### src/design/bmr_pkg.sv
/*
  Package for the battery monitor register block: byte addresses of the
  register page, status bit positions, command codes and timing counts.
  Assumes a 10 MHz system clock.
*/
package bmr_pkg;
  // byte addresses
  localparam logic [7:0] TEMP_LO_ADDR = 8'h60;
  localparam logic [7:0] TEMP_HI_ADDR = 8'h61;
  localparam logic [7:0] STAT_LO_ADDR = 8'h62;
  localparam logic [7:0] STAT_HI_ADDR = 8'h63;
  localparam logic [7:0] VOLT_LO_ADDR = 8'h77;
  localparam logic [7:0] VOLT_HI_ADDR = 8'h78;
  localparam logic [7:0] MAKER_LO_ADDR = 8'h80;
  localparam logic [7:0] MAKER_HI_ADDR = 8'h81;
  localparam logic [7:0] CYCLE_LO_ADDR = 8'h82;
  localparam logic [7:0] CYCLE_HI_ADDR = 8'h83;
  // status bit positions
  localparam int STAT_TEMP_BIT = 0;
  localparam int STAT_NV_BIT = 1;
  localparam int STAT_LOCK_BIT = 2;
  localparam int STAT_VOLT_BIT = 3;
  localparam logic [7:0] STAT_HI_VALUE = 8'hff;
  localparam logic [7:0] UNMAPPED_VALUE = 8'h00;
  // commands
  localparam logic [7:0] CMD_CONVERT_VOLT = 8'hb4;
  localparam int FUNC_CMD_COUNT = 15;
  // check value
  localparam logic [7:0] CRC_POLY_REFLECT = 8'h8c;
  localparam logic [7:0] CRC_RESET = 8'h00;
  // widths and reset values
  localparam int TEMP_BITS = 13;
  localparam int VOLT_BITS = 10;
  localparam logic [15:0] CYCLE_MAX = 16'hffff;
  localparam logic [15:0] WORD_RESET = 16'h0000;
  // timing
  localparam int CLK_HZ = 10_000_000;
  localparam int VOLT_CONV_MS = 10;
  localparam int NV_COPY_MIN_MS = 2;
  localparam int NV_COPY_MAX_MS = 10;
  localparam int VOLT_CONV_CYCLES = CLK_HZ / 1000 * VOLT_CONV_MS;
  localparam int NV_COPY_MIN_CYCLES = CLK_HZ / 1000 * NV_COPY_MIN_MS;
  localparam int NV_COPY_MAX_CYCLES = CLK_HZ / 1000 * NV_COPY_MAX_MS;
  typedef enum {ST_IDLE, ST_BUSY} bmr_conv_type;
endpackage

### src/design/bmr_crc8.sv
/*
  Serial 8-bit check value generator, reflected form of x^8+x^5+x^4+1.
  Assumes the caller feeds one bit per clock, least significant bit first.
*/
`timescale 1ns/1ps
module bmr_crc8 (
  input wire logic clk_in,
  input wire logic rst_in,
  input wire logic clear_in,
  input wire logic shift_in,
  input wire logic bit_in,
  output logic [7:0] crc_out
);
  logic [7:0] crc_q;
  logic [7:0] crc_d;
  logic fb;

  // next value: clear to zero, else shift one bit in
  always_comb begin
    fb = crc_q[0] ^ bit_in;
    crc_d = crc_q;
    if (clear_in) begin
      crc_d = bmr_pkg::CRC_RESET;
    end else if (shift_in) begin
      crc_d = {1'b0, crc_q[7:1]} ^ (fb ? bmr_pkg::CRC_POLY_REFLECT : 8'h00);
    end
  end

  // register the check value
  always_ff @(posedge clk_in) begin
    if (rst_in) begin
      crc_q <= bmr_pkg::CRC_RESET;
    end else begin
      crc_q <= crc_d;
    end
  end

  assign crc_out = crc_q;
endmodule // bmr_crc8

### src/design/bmr_regs.sv
/*
  Register page of a battery identification and monitor slave: temperature,
  status, voltage, maker id, cycle counter, identity code with check value.
  Assumes a bus front end that decodes commands and byte addresses, and
  analog front ends that deliver results, temperature with a done strobe and voltage at the end of a count.
*/
`timescale 1ns/1ps
module bmr_regs #(
  parameter logic [15:0] MAKER_ID = 16'h0000, // arbitrary value
  parameter logic [7:0] FAMILY_CODE = 8'h00, // arbitrary value
  parameter logic [47:0] SERIAL_NUMBER = 48'h0000_0000_0001,
  parameter int VOLT_CYCLES = bmr_pkg::VOLT_CONV_CYCLES,
  parameter int NV_CYCLES = bmr_pkg::NV_COPY_MIN_CYCLES
) (
  input wire logic clk_in,
  input wire logic rst_in,
  // selection level and command strobes from the bus front end
  input wire logic rom_selected_in,
  input wire logic cmd_valid_in,
  input wire logic [7:0] cmd_code_in,
  input wire logic cycle_inc_in,
  input wire logic cycle_clr_in,
  input wire logic nv_copy_start_in,
  input wire logic lock_set_in,
  input wire logic lock_clr_in,
  // analog front end handshakes and results
  input wire logic temp_start_in,
  input wire logic temp_done_in,
  input wire logic [12:0] temp_sample_in,
  input wire logic [9:0] volt_sample_in,
  // read port and check generator control
  input wire logic [7:0] rd_addr_in,
  input wire logic crc_clear_in,
  input wire logic crc_shift_in,
  input wire logic crc_bit_in,
  // read byte, check value, identity word and flags
  output logic [7:0] rd_data_out,
  output logic [7:0] crc_out,
  output logic [63:0] identity_out,
  output logic temp_busy_flag_out,
  output logic nonvolatile_busy_flag_out,
  output logic voltage_conv_busy_flag_out,
  output logic page_lock_out
);
  //////////////////////////////////////////////////////////////////////////
  // state
  // results and counter
  logic [15:0] temperature_result_q;
  logic [15:0] temperature_result_d;
  logic [15:0] battery_voltage_result_q;
  logic [15:0] battery_voltage_result_d;
  logic [15:0] charge_cycle_count_q;
  logic [15:0] charge_cycle_count_d;
  // flags
  logic temp_busy_flag_q;
  logic temp_busy_flag_d;
  logic nonvolatile_busy_flag_q;
  logic nonvolatile_busy_flag_d;
  logic voltage_conv_busy_flag_q;
  logic voltage_conv_busy_flag_d;
  logic lock_q;
  logic lock_d;
  // timers
  logic [23:0] volt_cnt_q;
  logic [23:0] volt_cnt_d;
  logic [23:0] nv_cnt_q;
  logic [23:0] nv_cnt_d;
  bmr_pkg::bmr_conv_type volt_st_q;
  bmr_pkg::bmr_conv_type volt_st_d;
  // read path and identity
  logic [7:0] rd_data_q;
  logic [7:0] rd_data_d;
  logic [63:0] identity_q;
  logic [7:0] rom_crc;
  logic [7:0] crc_w;
  logic [7:0] status_lo;
  logic do_volt;

  //////////////////////////////////////////////////////////////////////////
  // identity code check byte
  // the check byte is worked out from the family and serial parameters,
  // so a mistyped constant can never leave the stored byte disagreeing
  // with the 56 bits that the master reads before it
  // bit 0 of the family code is the first bit fed and sent
  function automatic logic [7:0] crc_of56(input logic [55:0] data);
    logic [7:0] c;
    c = bmr_pkg::CRC_RESET;
    for (int i = 0; i < 56; i++) begin
      if (c[0] ^ data[i]) begin
        c = {1'b0, c[7:1]} ^ bmr_pkg::CRC_POLY_REFLECT;
      end else begin
        c = {1'b0, c[7:1]};
      end
    end
    return c;
  endfunction

  assign rom_crc = crc_of56({SERIAL_NUMBER, FAMILY_CODE});

  // serial check generator for page reads
  // it knows nothing of page bounds: the front end clears it at the
  // start of each page and shifts each sent bit through it
  bmr_crc8 u_crc (
    .clk_in(clk_in),
    .rst_in(rst_in),
    .clear_in(crc_clear_in),
    .shift_in(crc_shift_in),
    .bit_in(crc_bit_in),
    .crc_out(crc_w)
  );

  //////////////////////////////////////////////////////////////////////////
  // commands gated by rom selection
  // without a completed selection the command byte is ignored,
  // whatever its value
  assign do_volt = rom_selected_in && cmd_valid_in
                   && cmd_code_in == bmr_pkg::CMD_CONVERT_VOLT;

  // voltage conversion sequencer
  // a convert command that arrives while a conversion runs is dropped,
  // not queued: the master polls the busy flag before asking again;
  // the result register keeps the old reading until the last count,
  // so a read in mid-conversion never returns a half-loaded word
  always_comb begin
    volt_st_d = volt_st_q;
    volt_cnt_d = volt_cnt_q;
    voltage_conv_busy_flag_d = voltage_conv_busy_flag_q;
    battery_voltage_result_d = battery_voltage_result_q;
    case (volt_st_q)
      bmr_pkg::ST_IDLE: begin
        if (do_volt) begin
          volt_st_d = bmr_pkg::ST_BUSY;
          volt_cnt_d = 24'(VOLT_CYCLES - 1);
          voltage_conv_busy_flag_d = 1'b1;
        end
      end
      bmr_pkg::ST_BUSY: begin
        if (volt_cnt_q == 24'h00_0000) begin
          volt_st_d = bmr_pkg::ST_IDLE;
          voltage_conv_busy_flag_d = 1'b0;
          battery_voltage_result_d = {6'h00, volt_sample_in};
        end else begin
          volt_cnt_d = volt_cnt_q - 24'h00_0001;
        end
      end
      default: begin
        // an illegal state falls back to idle with busy low
        volt_st_d = bmr_pkg::ST_IDLE;
        voltage_conv_busy_flag_d = 1'b0;
      end
    endcase
  end

  // temperature, nonvolatile copy, lock and cycle counter next values
  // done is honoured only while busy, so a stray done strobe cannot
  // overwrite a valid reading; a start that meets done in the same
  // cycle loses, and the master must ask again once busy has cleared.
  // the copy timer runs from the shortest copy time; a slower memory
  // would need a longer count, which the parameter allows
  always_comb begin
    temp_busy_flag_d = temp_busy_flag_q;
    temperature_result_d = temperature_result_q;
    nonvolatile_busy_flag_d = nonvolatile_busy_flag_q;
    nv_cnt_d = nv_cnt_q;
    lock_d = lock_q;
    charge_cycle_count_d = charge_cycle_count_q;
    if (temp_busy_flag_q && temp_done_in) begin
      temp_busy_flag_d = 1'b0;
      temperature_result_d = {temp_sample_in, 3'b000};
    end else if (rom_selected_in && temp_start_in) begin
      temp_busy_flag_d = 1'b1;
    end
    // nv busy for the copy time
    if (nonvolatile_busy_flag_q) begin
      if (nv_cnt_q == 24'h00_0000) begin
        nonvolatile_busy_flag_d = 1'b0;
      end else begin
        nv_cnt_d = nv_cnt_q - 24'h00_0001;
      end
    end else if (rom_selected_in && nv_copy_start_in) begin
      nonvolatile_busy_flag_d = 1'b1;
      nv_cnt_d = 24'(NV_CYCLES - 1);
    end
    if (rom_selected_in && lock_set_in) begin
      lock_d = 1'b1;
    end else if (rom_selected_in && lock_clr_in) begin
      lock_d = 1'b0;
    end
    if (rom_selected_in && cycle_clr_in) begin
      charge_cycle_count_d = bmr_pkg::WORD_RESET;
    end else if (rom_selected_in && cycle_inc_in
                 && charge_cycle_count_q != bmr_pkg::CYCLE_MAX) begin
      charge_cycle_count_d = charge_cycle_count_q + 16'h0001;
    end
  end

  //////////////////////////////////////////////////////////////////////////
  // status low byte
  // bits 7 to 4 stay zero; every flag is read from its register, so a
  // status read shows the same value as the flag outputs
  always_comb begin
    status_lo = 8'h00;
    status_lo[bmr_pkg::STAT_TEMP_BIT] = temp_busy_flag_q;
    status_lo[bmr_pkg::STAT_NV_BIT] = nonvolatile_busy_flag_q;
    status_lo[bmr_pkg::STAT_LOCK_BIT] = lock_q;
    status_lo[bmr_pkg::STAT_VOLT_BIT] = voltage_conv_busy_flag_q;
  end

  // byte read mux; maker id is a constant
  // the byte is registered, so it appears one clock after its address;
  // addresses outside the page read as zero rather than as stale data
  always_comb begin
    case (rd_addr_in)
      bmr_pkg::TEMP_LO_ADDR: rd_data_d = temperature_result_q[7:0];
      bmr_pkg::TEMP_HI_ADDR: rd_data_d = temperature_result_q[15:8];
      bmr_pkg::STAT_LO_ADDR: rd_data_d = status_lo;
      bmr_pkg::STAT_HI_ADDR: rd_data_d = bmr_pkg::STAT_HI_VALUE;
      bmr_pkg::VOLT_LO_ADDR: rd_data_d = battery_voltage_result_q[7:0];
      bmr_pkg::VOLT_HI_ADDR: rd_data_d = battery_voltage_result_q[15:8];
      bmr_pkg::MAKER_LO_ADDR: rd_data_d = MAKER_ID[7:0];
      bmr_pkg::MAKER_HI_ADDR: rd_data_d = MAKER_ID[15:8];
      bmr_pkg::CYCLE_LO_ADDR: rd_data_d = charge_cycle_count_q[7:0];
      bmr_pkg::CYCLE_HI_ADDR: rd_data_d = charge_cycle_count_q[15:8];
      default: rd_data_d = bmr_pkg::UNMAPPED_VALUE;
    endcase
  end

  //////////////////////////////////////////////////////////////////////////
  // registers
  // volatile state clears on reset; the identity word is reloaded from
  // constants on the first clock after reset is released
  always_ff @(posedge clk_in) begin
    if (rst_in) begin
      volt_st_q <= bmr_pkg::ST_IDLE;
      volt_cnt_q <= 24'h00_0000;
      nv_cnt_q <= 24'h00_0000;
      voltage_conv_busy_flag_q <= 1'b0;
      temp_busy_flag_q <= 1'b0;
      nonvolatile_busy_flag_q <= 1'b0;
      battery_voltage_result_q <= bmr_pkg::WORD_RESET;
      temperature_result_q <= bmr_pkg::WORD_RESET;
      rd_data_q <= 8'h00;
      identity_q <= 64'h0000_0000_0000_0000;
    end else begin
      volt_st_q <= volt_st_d;
      volt_cnt_q <= volt_cnt_d;
      nv_cnt_q <= nv_cnt_d;
      voltage_conv_busy_flag_q <= voltage_conv_busy_flag_d;
      temp_busy_flag_q <= temp_busy_flag_d;
      nonvolatile_busy_flag_q <= nonvolatile_busy_flag_d;
      battery_voltage_result_q <= battery_voltage_result_d;
      temperature_result_q <= temperature_result_d;
      rd_data_q <= rd_data_d;
      identity_q <= {rom_crc, SERIAL_NUMBER, FAMILY_CODE};
    end
  end

  // nonvolatile state survives reset
  // the lock bit and the counter model cells that keep their value
  // without supply, so reset leaves them alone; in simulation they stay
  // unknown until the front end issues a clear after power-up
  always_ff @(posedge clk_in) begin
    lock_q <= lock_d;
    charge_cycle_count_q <= charge_cycle_count_d;
  end

  //////////////////////////////////////////////////////////////////////////
  // outputs, each straight from a register
  // check byte always offered, never blocks
  // the generator keeps running whatever the master does with its value;
  // a mismatch is the master's business and stops nothing here
  assign crc_out = crc_w;
  assign rd_data_out = rd_data_q;
  assign identity_out = identity_q;
  assign temp_busy_flag_out = temp_busy_flag_q;
  assign nonvolatile_busy_flag_out = nonvolatile_busy_flag_q;
  assign voltage_conv_busy_flag_out = voltage_conv_busy_flag_q;
  assign page_lock_out = lock_q;
endmodule // bmr_regs

### config.mk
export PLATFORM = sky130hd
export DESIGN_NAME = bmr_regs
export DESIGN_NICKNAME = d
export VERILOG_FILES = /design/src/design/bmr_pkg.sv /design/src/design/bmr_crc8.sv /design/src/design/bmr_regs.sv
export SDC_FILE = /design/constraint.sdc
export NUM_CORES = 1
export LEC_CHECK = 0
export ABC_AREA = 1
export BUFFER_PORTS_ARGS = -buffer_cell sky130_fd_sc_hd__buf_2
export CORE_AREA = 4 4 154 156
export CTS_BUF_LIST = sky130_fd_sc_hd__clkbuf_4 sky130_fd_sc_hd__clkbuf_8
export DETAILED_ROUTE_END_ITERATION = 10
export DIE_AREA = 0 0 158 160
export PLACE_DENSITY_LB_ADDON = 0.05
export SYNTH_ARGS = -nofsm -noshare
export SYNTH_HDL_FRONTEND = slang
export SYNTH_HIERARCHICAL = 1
export SYNTH_SLANG_ARGS = --single-unit
### constraint.sdc
create_clock -name clk_in -period 1.85 [get_ports clk_in]
set_input_delay 0.2775 -clock clk_in [delete_from_list [all_inputs] [get_ports clk_in]]
set_output_delay 0.2775 -clock clk_in [all_outputs]
set_load 0.01 [all_outputs]
==> flow_summary.toml <==
[run_status]
outcome = "finished clean"

[timing]
holdWs_ns = 0.0937
fin_crit_sh_pct = 92.3
slew_violations = 0
rsz0062_at_grt = "no"
setup_viol = 0
hold_viol = 0
period_needed_ns = 1.71
fmax_ghz = 0.585
fin_setup_tns_ns = 0
clock_skew_ns = 0.0135

[clocking]
clk_latency_ns = 0.40
cts.reportedPaths.clkPinSlew_ns = 0.13
clock_path_buffers = 2
root_buffer = "clkbuf_8"
htree_levels = 3
postCtsHoldBufs = 0
cts-buffers-inserted = 9
cts_num_sinks = 108
cts_tree = "done"

[yosys]
synth_area_sq_um = 6350
ys_types = 43
avgSynthCellArea_sq_um = 6.45
netlist_instances = 986
seq_area_frac_synth_pct = 34.0
ys_seq_elements = 108
yosys_warnings = 6

[worst_setup_path]
ff2ff_setup_slack_ns = 0.14
cp-start-kind = "register"
path_class = "register to register"
reg2reg_to = "nv_cnt_q[16]$_SDFFE_PP0P_"
critPathArrivalTime_ns = 2.01
end_kind = "register"
r2r_start = "nv_cnt_q[10]$_SDFFE_PP0P_"
ff2ff_path_depth = 10
crit_fanout = 6
cp.required_ns = 2.15

[route]
route.detailed.drc = 0
dr_total_vias = 6115
first_pass_iters = 5
routed_wl_mm = 18.5
ant_nets = 0
drtIter0Drc = 224
vias_per_cell = 4.43
drt-wirelength-per-cell_um = 13.4

[place]
io_buffer_count = 78
gp_congestion = 0.808
hpwlAfterDp_mm = 14.4

[flow_run]
drv_cap = 0

[grt]
track_usage_pct = 14.4
antenna_found_initial = 0
grt_max_degree = 35
grt_pass1_vias = 5855
grt_overflow = 0
grt_pass1_wl_mm = 29.5

[die]
start_util_pct = 28.4
die_x_um = 158
num_rows = 55
fp.coreArea_sq_um = 22400
io_pins = 137
die_area_sq_um = 25300
die_h_um = 160

[hold_path]
min-delay-path-class = "primary input to register"
hold_path_end = "page_lock_out$_SDFFE_PP1P_"
whs_path_depth = 2
hp-start = "lock_set_in"

[finish]
layout-drive-gt1-share_pct = 15.8
final_nets = 1147
syn_to_final_growth_pct = 14.5
n_antenna_cell = 0

[power_and_ir_drop]
vdd_ir_drop_max_mv = 0.378
p_per_area_nw_per_um2 = 703
p_leak_uw = 0.00332
-- cells in the final DEF, fill, tap and decap left out, types with 3 or more instances in the layout --
cell type and count:
nor2_2 9, o21ai_0 48, clkinv_1 3, o31ai_1 3, nor3_1 18, a21oi_1 65, nand3_1 78, inv_1 94
buf_4 41, a211oi_2 3, clkinvlp_4 3, nand2_2 4, nand4_1 13, or2_2 4, conb_1 58, clkbuf_8 9
or2_1 3, xor2_1 7, dfxtp_1 107, nor2_1 169, nand2_1 227, o211ai_1 5, buf_2 78, ha_1 5
xnor2_1 3, nand3b_1 4
-- how the worst max path moves through the flow --
stage                                         start                                   end  slack [ns]  depth (start not counted)
4_1_cts                    nv_cnt_q[0]$_SDFFE_PP0P_             nv_cnt_q[16]$_SDFFE_PP0P_        0.06                         10
6_report                  nv_cnt_q[10]$_SDFFE_PP0P_             nv_cnt_q[16]$_SDFFE_PP0P_        0.14                         10
2_1_floorplan  charge_cycle_count_q[0]$_SDFFE_PP0P_  charge_cycle_count_q[1]$_SDFFE_PP0P_        0.37                          9
3_3_place_gp               nv_cnt_q[0]$_SDFFE_PP0P_             nv_cnt_q[16]$_SDFFE_PP0P_        0.07                         10
3_5_place_dp               nv_cnt_q[0]$_SDFFE_PP0P_             nv_cnt_q[16]$_SDFFE_PP0P_        0.07                         10
5_1_grt        charge_cycle_count_q[1]$_SDFFE_PP0P_  charge_cycle_count_q[0]$_SDFFE_PP0P_      0.0003                          8
-- power by group --
part,internal (uW),switching [uW]
Sequential,2410,65.7
Combinational,346,666
Clock,663,969
Total,3420,1700
-- routing by layer --
metal / track usage, % / vias up / share of wire (%)
li1: - / 3236 / -
met1: 19.7 / 2745 / 50
met2: 24.1 / 120 / 45
met3: 2.22 / 14 / 3.6
met4: 3.18 / 0 / 1.1
met5: 0 / - / 0
-- through the flow --
stage	util, %	instances	cell area [sq um]	total power [uW]	setup WS, ns
after floorplan	-	1043	6570	3290	0.366
after global placement	31.4	1361	7010	3530	0.0702
after detailed placement	31.4	1361	7010	3530	0.0696
after CTS	32.3	1377	7230	5200	0.0601
after global routing	32.5	1379	7280	5420	0.000254
final	32.5	1379	7280	5120	0.142
-- cell families (layout without fill, tap and decap cells) --
logic type / after synthesis / count (layout) / share of synthesized area (%)
compound gates: 132 / 132 / 11.3
xor+xnor: 10 / 10 / 1.38
other cells: 1 / 58 / 0.0590
simple gates: 541 / 541 / 36.2
buf+inv: 189 / 240 / 16.0
flops: 108 / 108 / 34.0
fa+ha+maj: 5 / 5 / 0.984
-- synth_stat cells, drive strengths merged --
cell type  count  area, sq um
nand2        233          892
nor2         180          703
dfxtp        108         2160
inv           99          377
nand3         80          410
buf           73          568
a21oi         67          343
o21ai         50          250
nor3          19          106
clkbuf        14         62.6
nand4         13         81.3
or2            9         56.3
xor2           7         61.3
ha             5         62.6
o211ai         5         37.5
nand3b         4         30.0
a211oi         3         37.5
clkinv         3         11.3
o31ai          3         22.5
xnor2          3         26.3
a22o           1         8.76
a22oi          1         7.51
a31oi          1         6.26
and3           1         6.26
conb           1         3.75
nor3b          1         7.51
nor4           1         6.26
o21bai         1         7.51
-- area by class of cell --
cell class / instances / area (sq um)
flip-flops and latches: 108 / 2160
repair buffers: 120 / 718
inverters: 102 / 403
clock buffers: 9 / 124
multi-input cells: 746 / 3410
well taps: 285 / 357
clock inverters: 7 / 92.6
repair inverters: 2 / 12.5
fillers: 2565 / 15100
-- repair_timing --
action                                  CTS  global route
gates resized for setup                   0            14
endpoints found under the setup margin    0            21
buffers inserted                          0             0
-- critical path: stages (launching register included) --
cell and delay, ns:
dfxtp_1 0.33, nor2_1 0.23, nand2_1 0.15, nor2_2 0.15, nand3_2 0.13, nand2_4 0.13, clkinvlp_4 0.17, nand2_1 0.16
nor2_1 0.06, nand3_1 0.06, nand2_1 0.05
-- flip-flops by register name, indices dropped and copies added (netlist names) --
signal,flops
temp_busy_flag_out,1
battery_voltage_result_q,10
voltage_conv_busy_flag_out,1
temperature_result_q,13
rd_data_out,8
identity_out,1
u_crc/crc_out,8
page_lock_out,1
volt_cnt_q,24
nonvolatile_busy_flag_out,1
charge_cycle_count_q,16
nv_cnt_q,24
(Power assumes the default switching activity.)
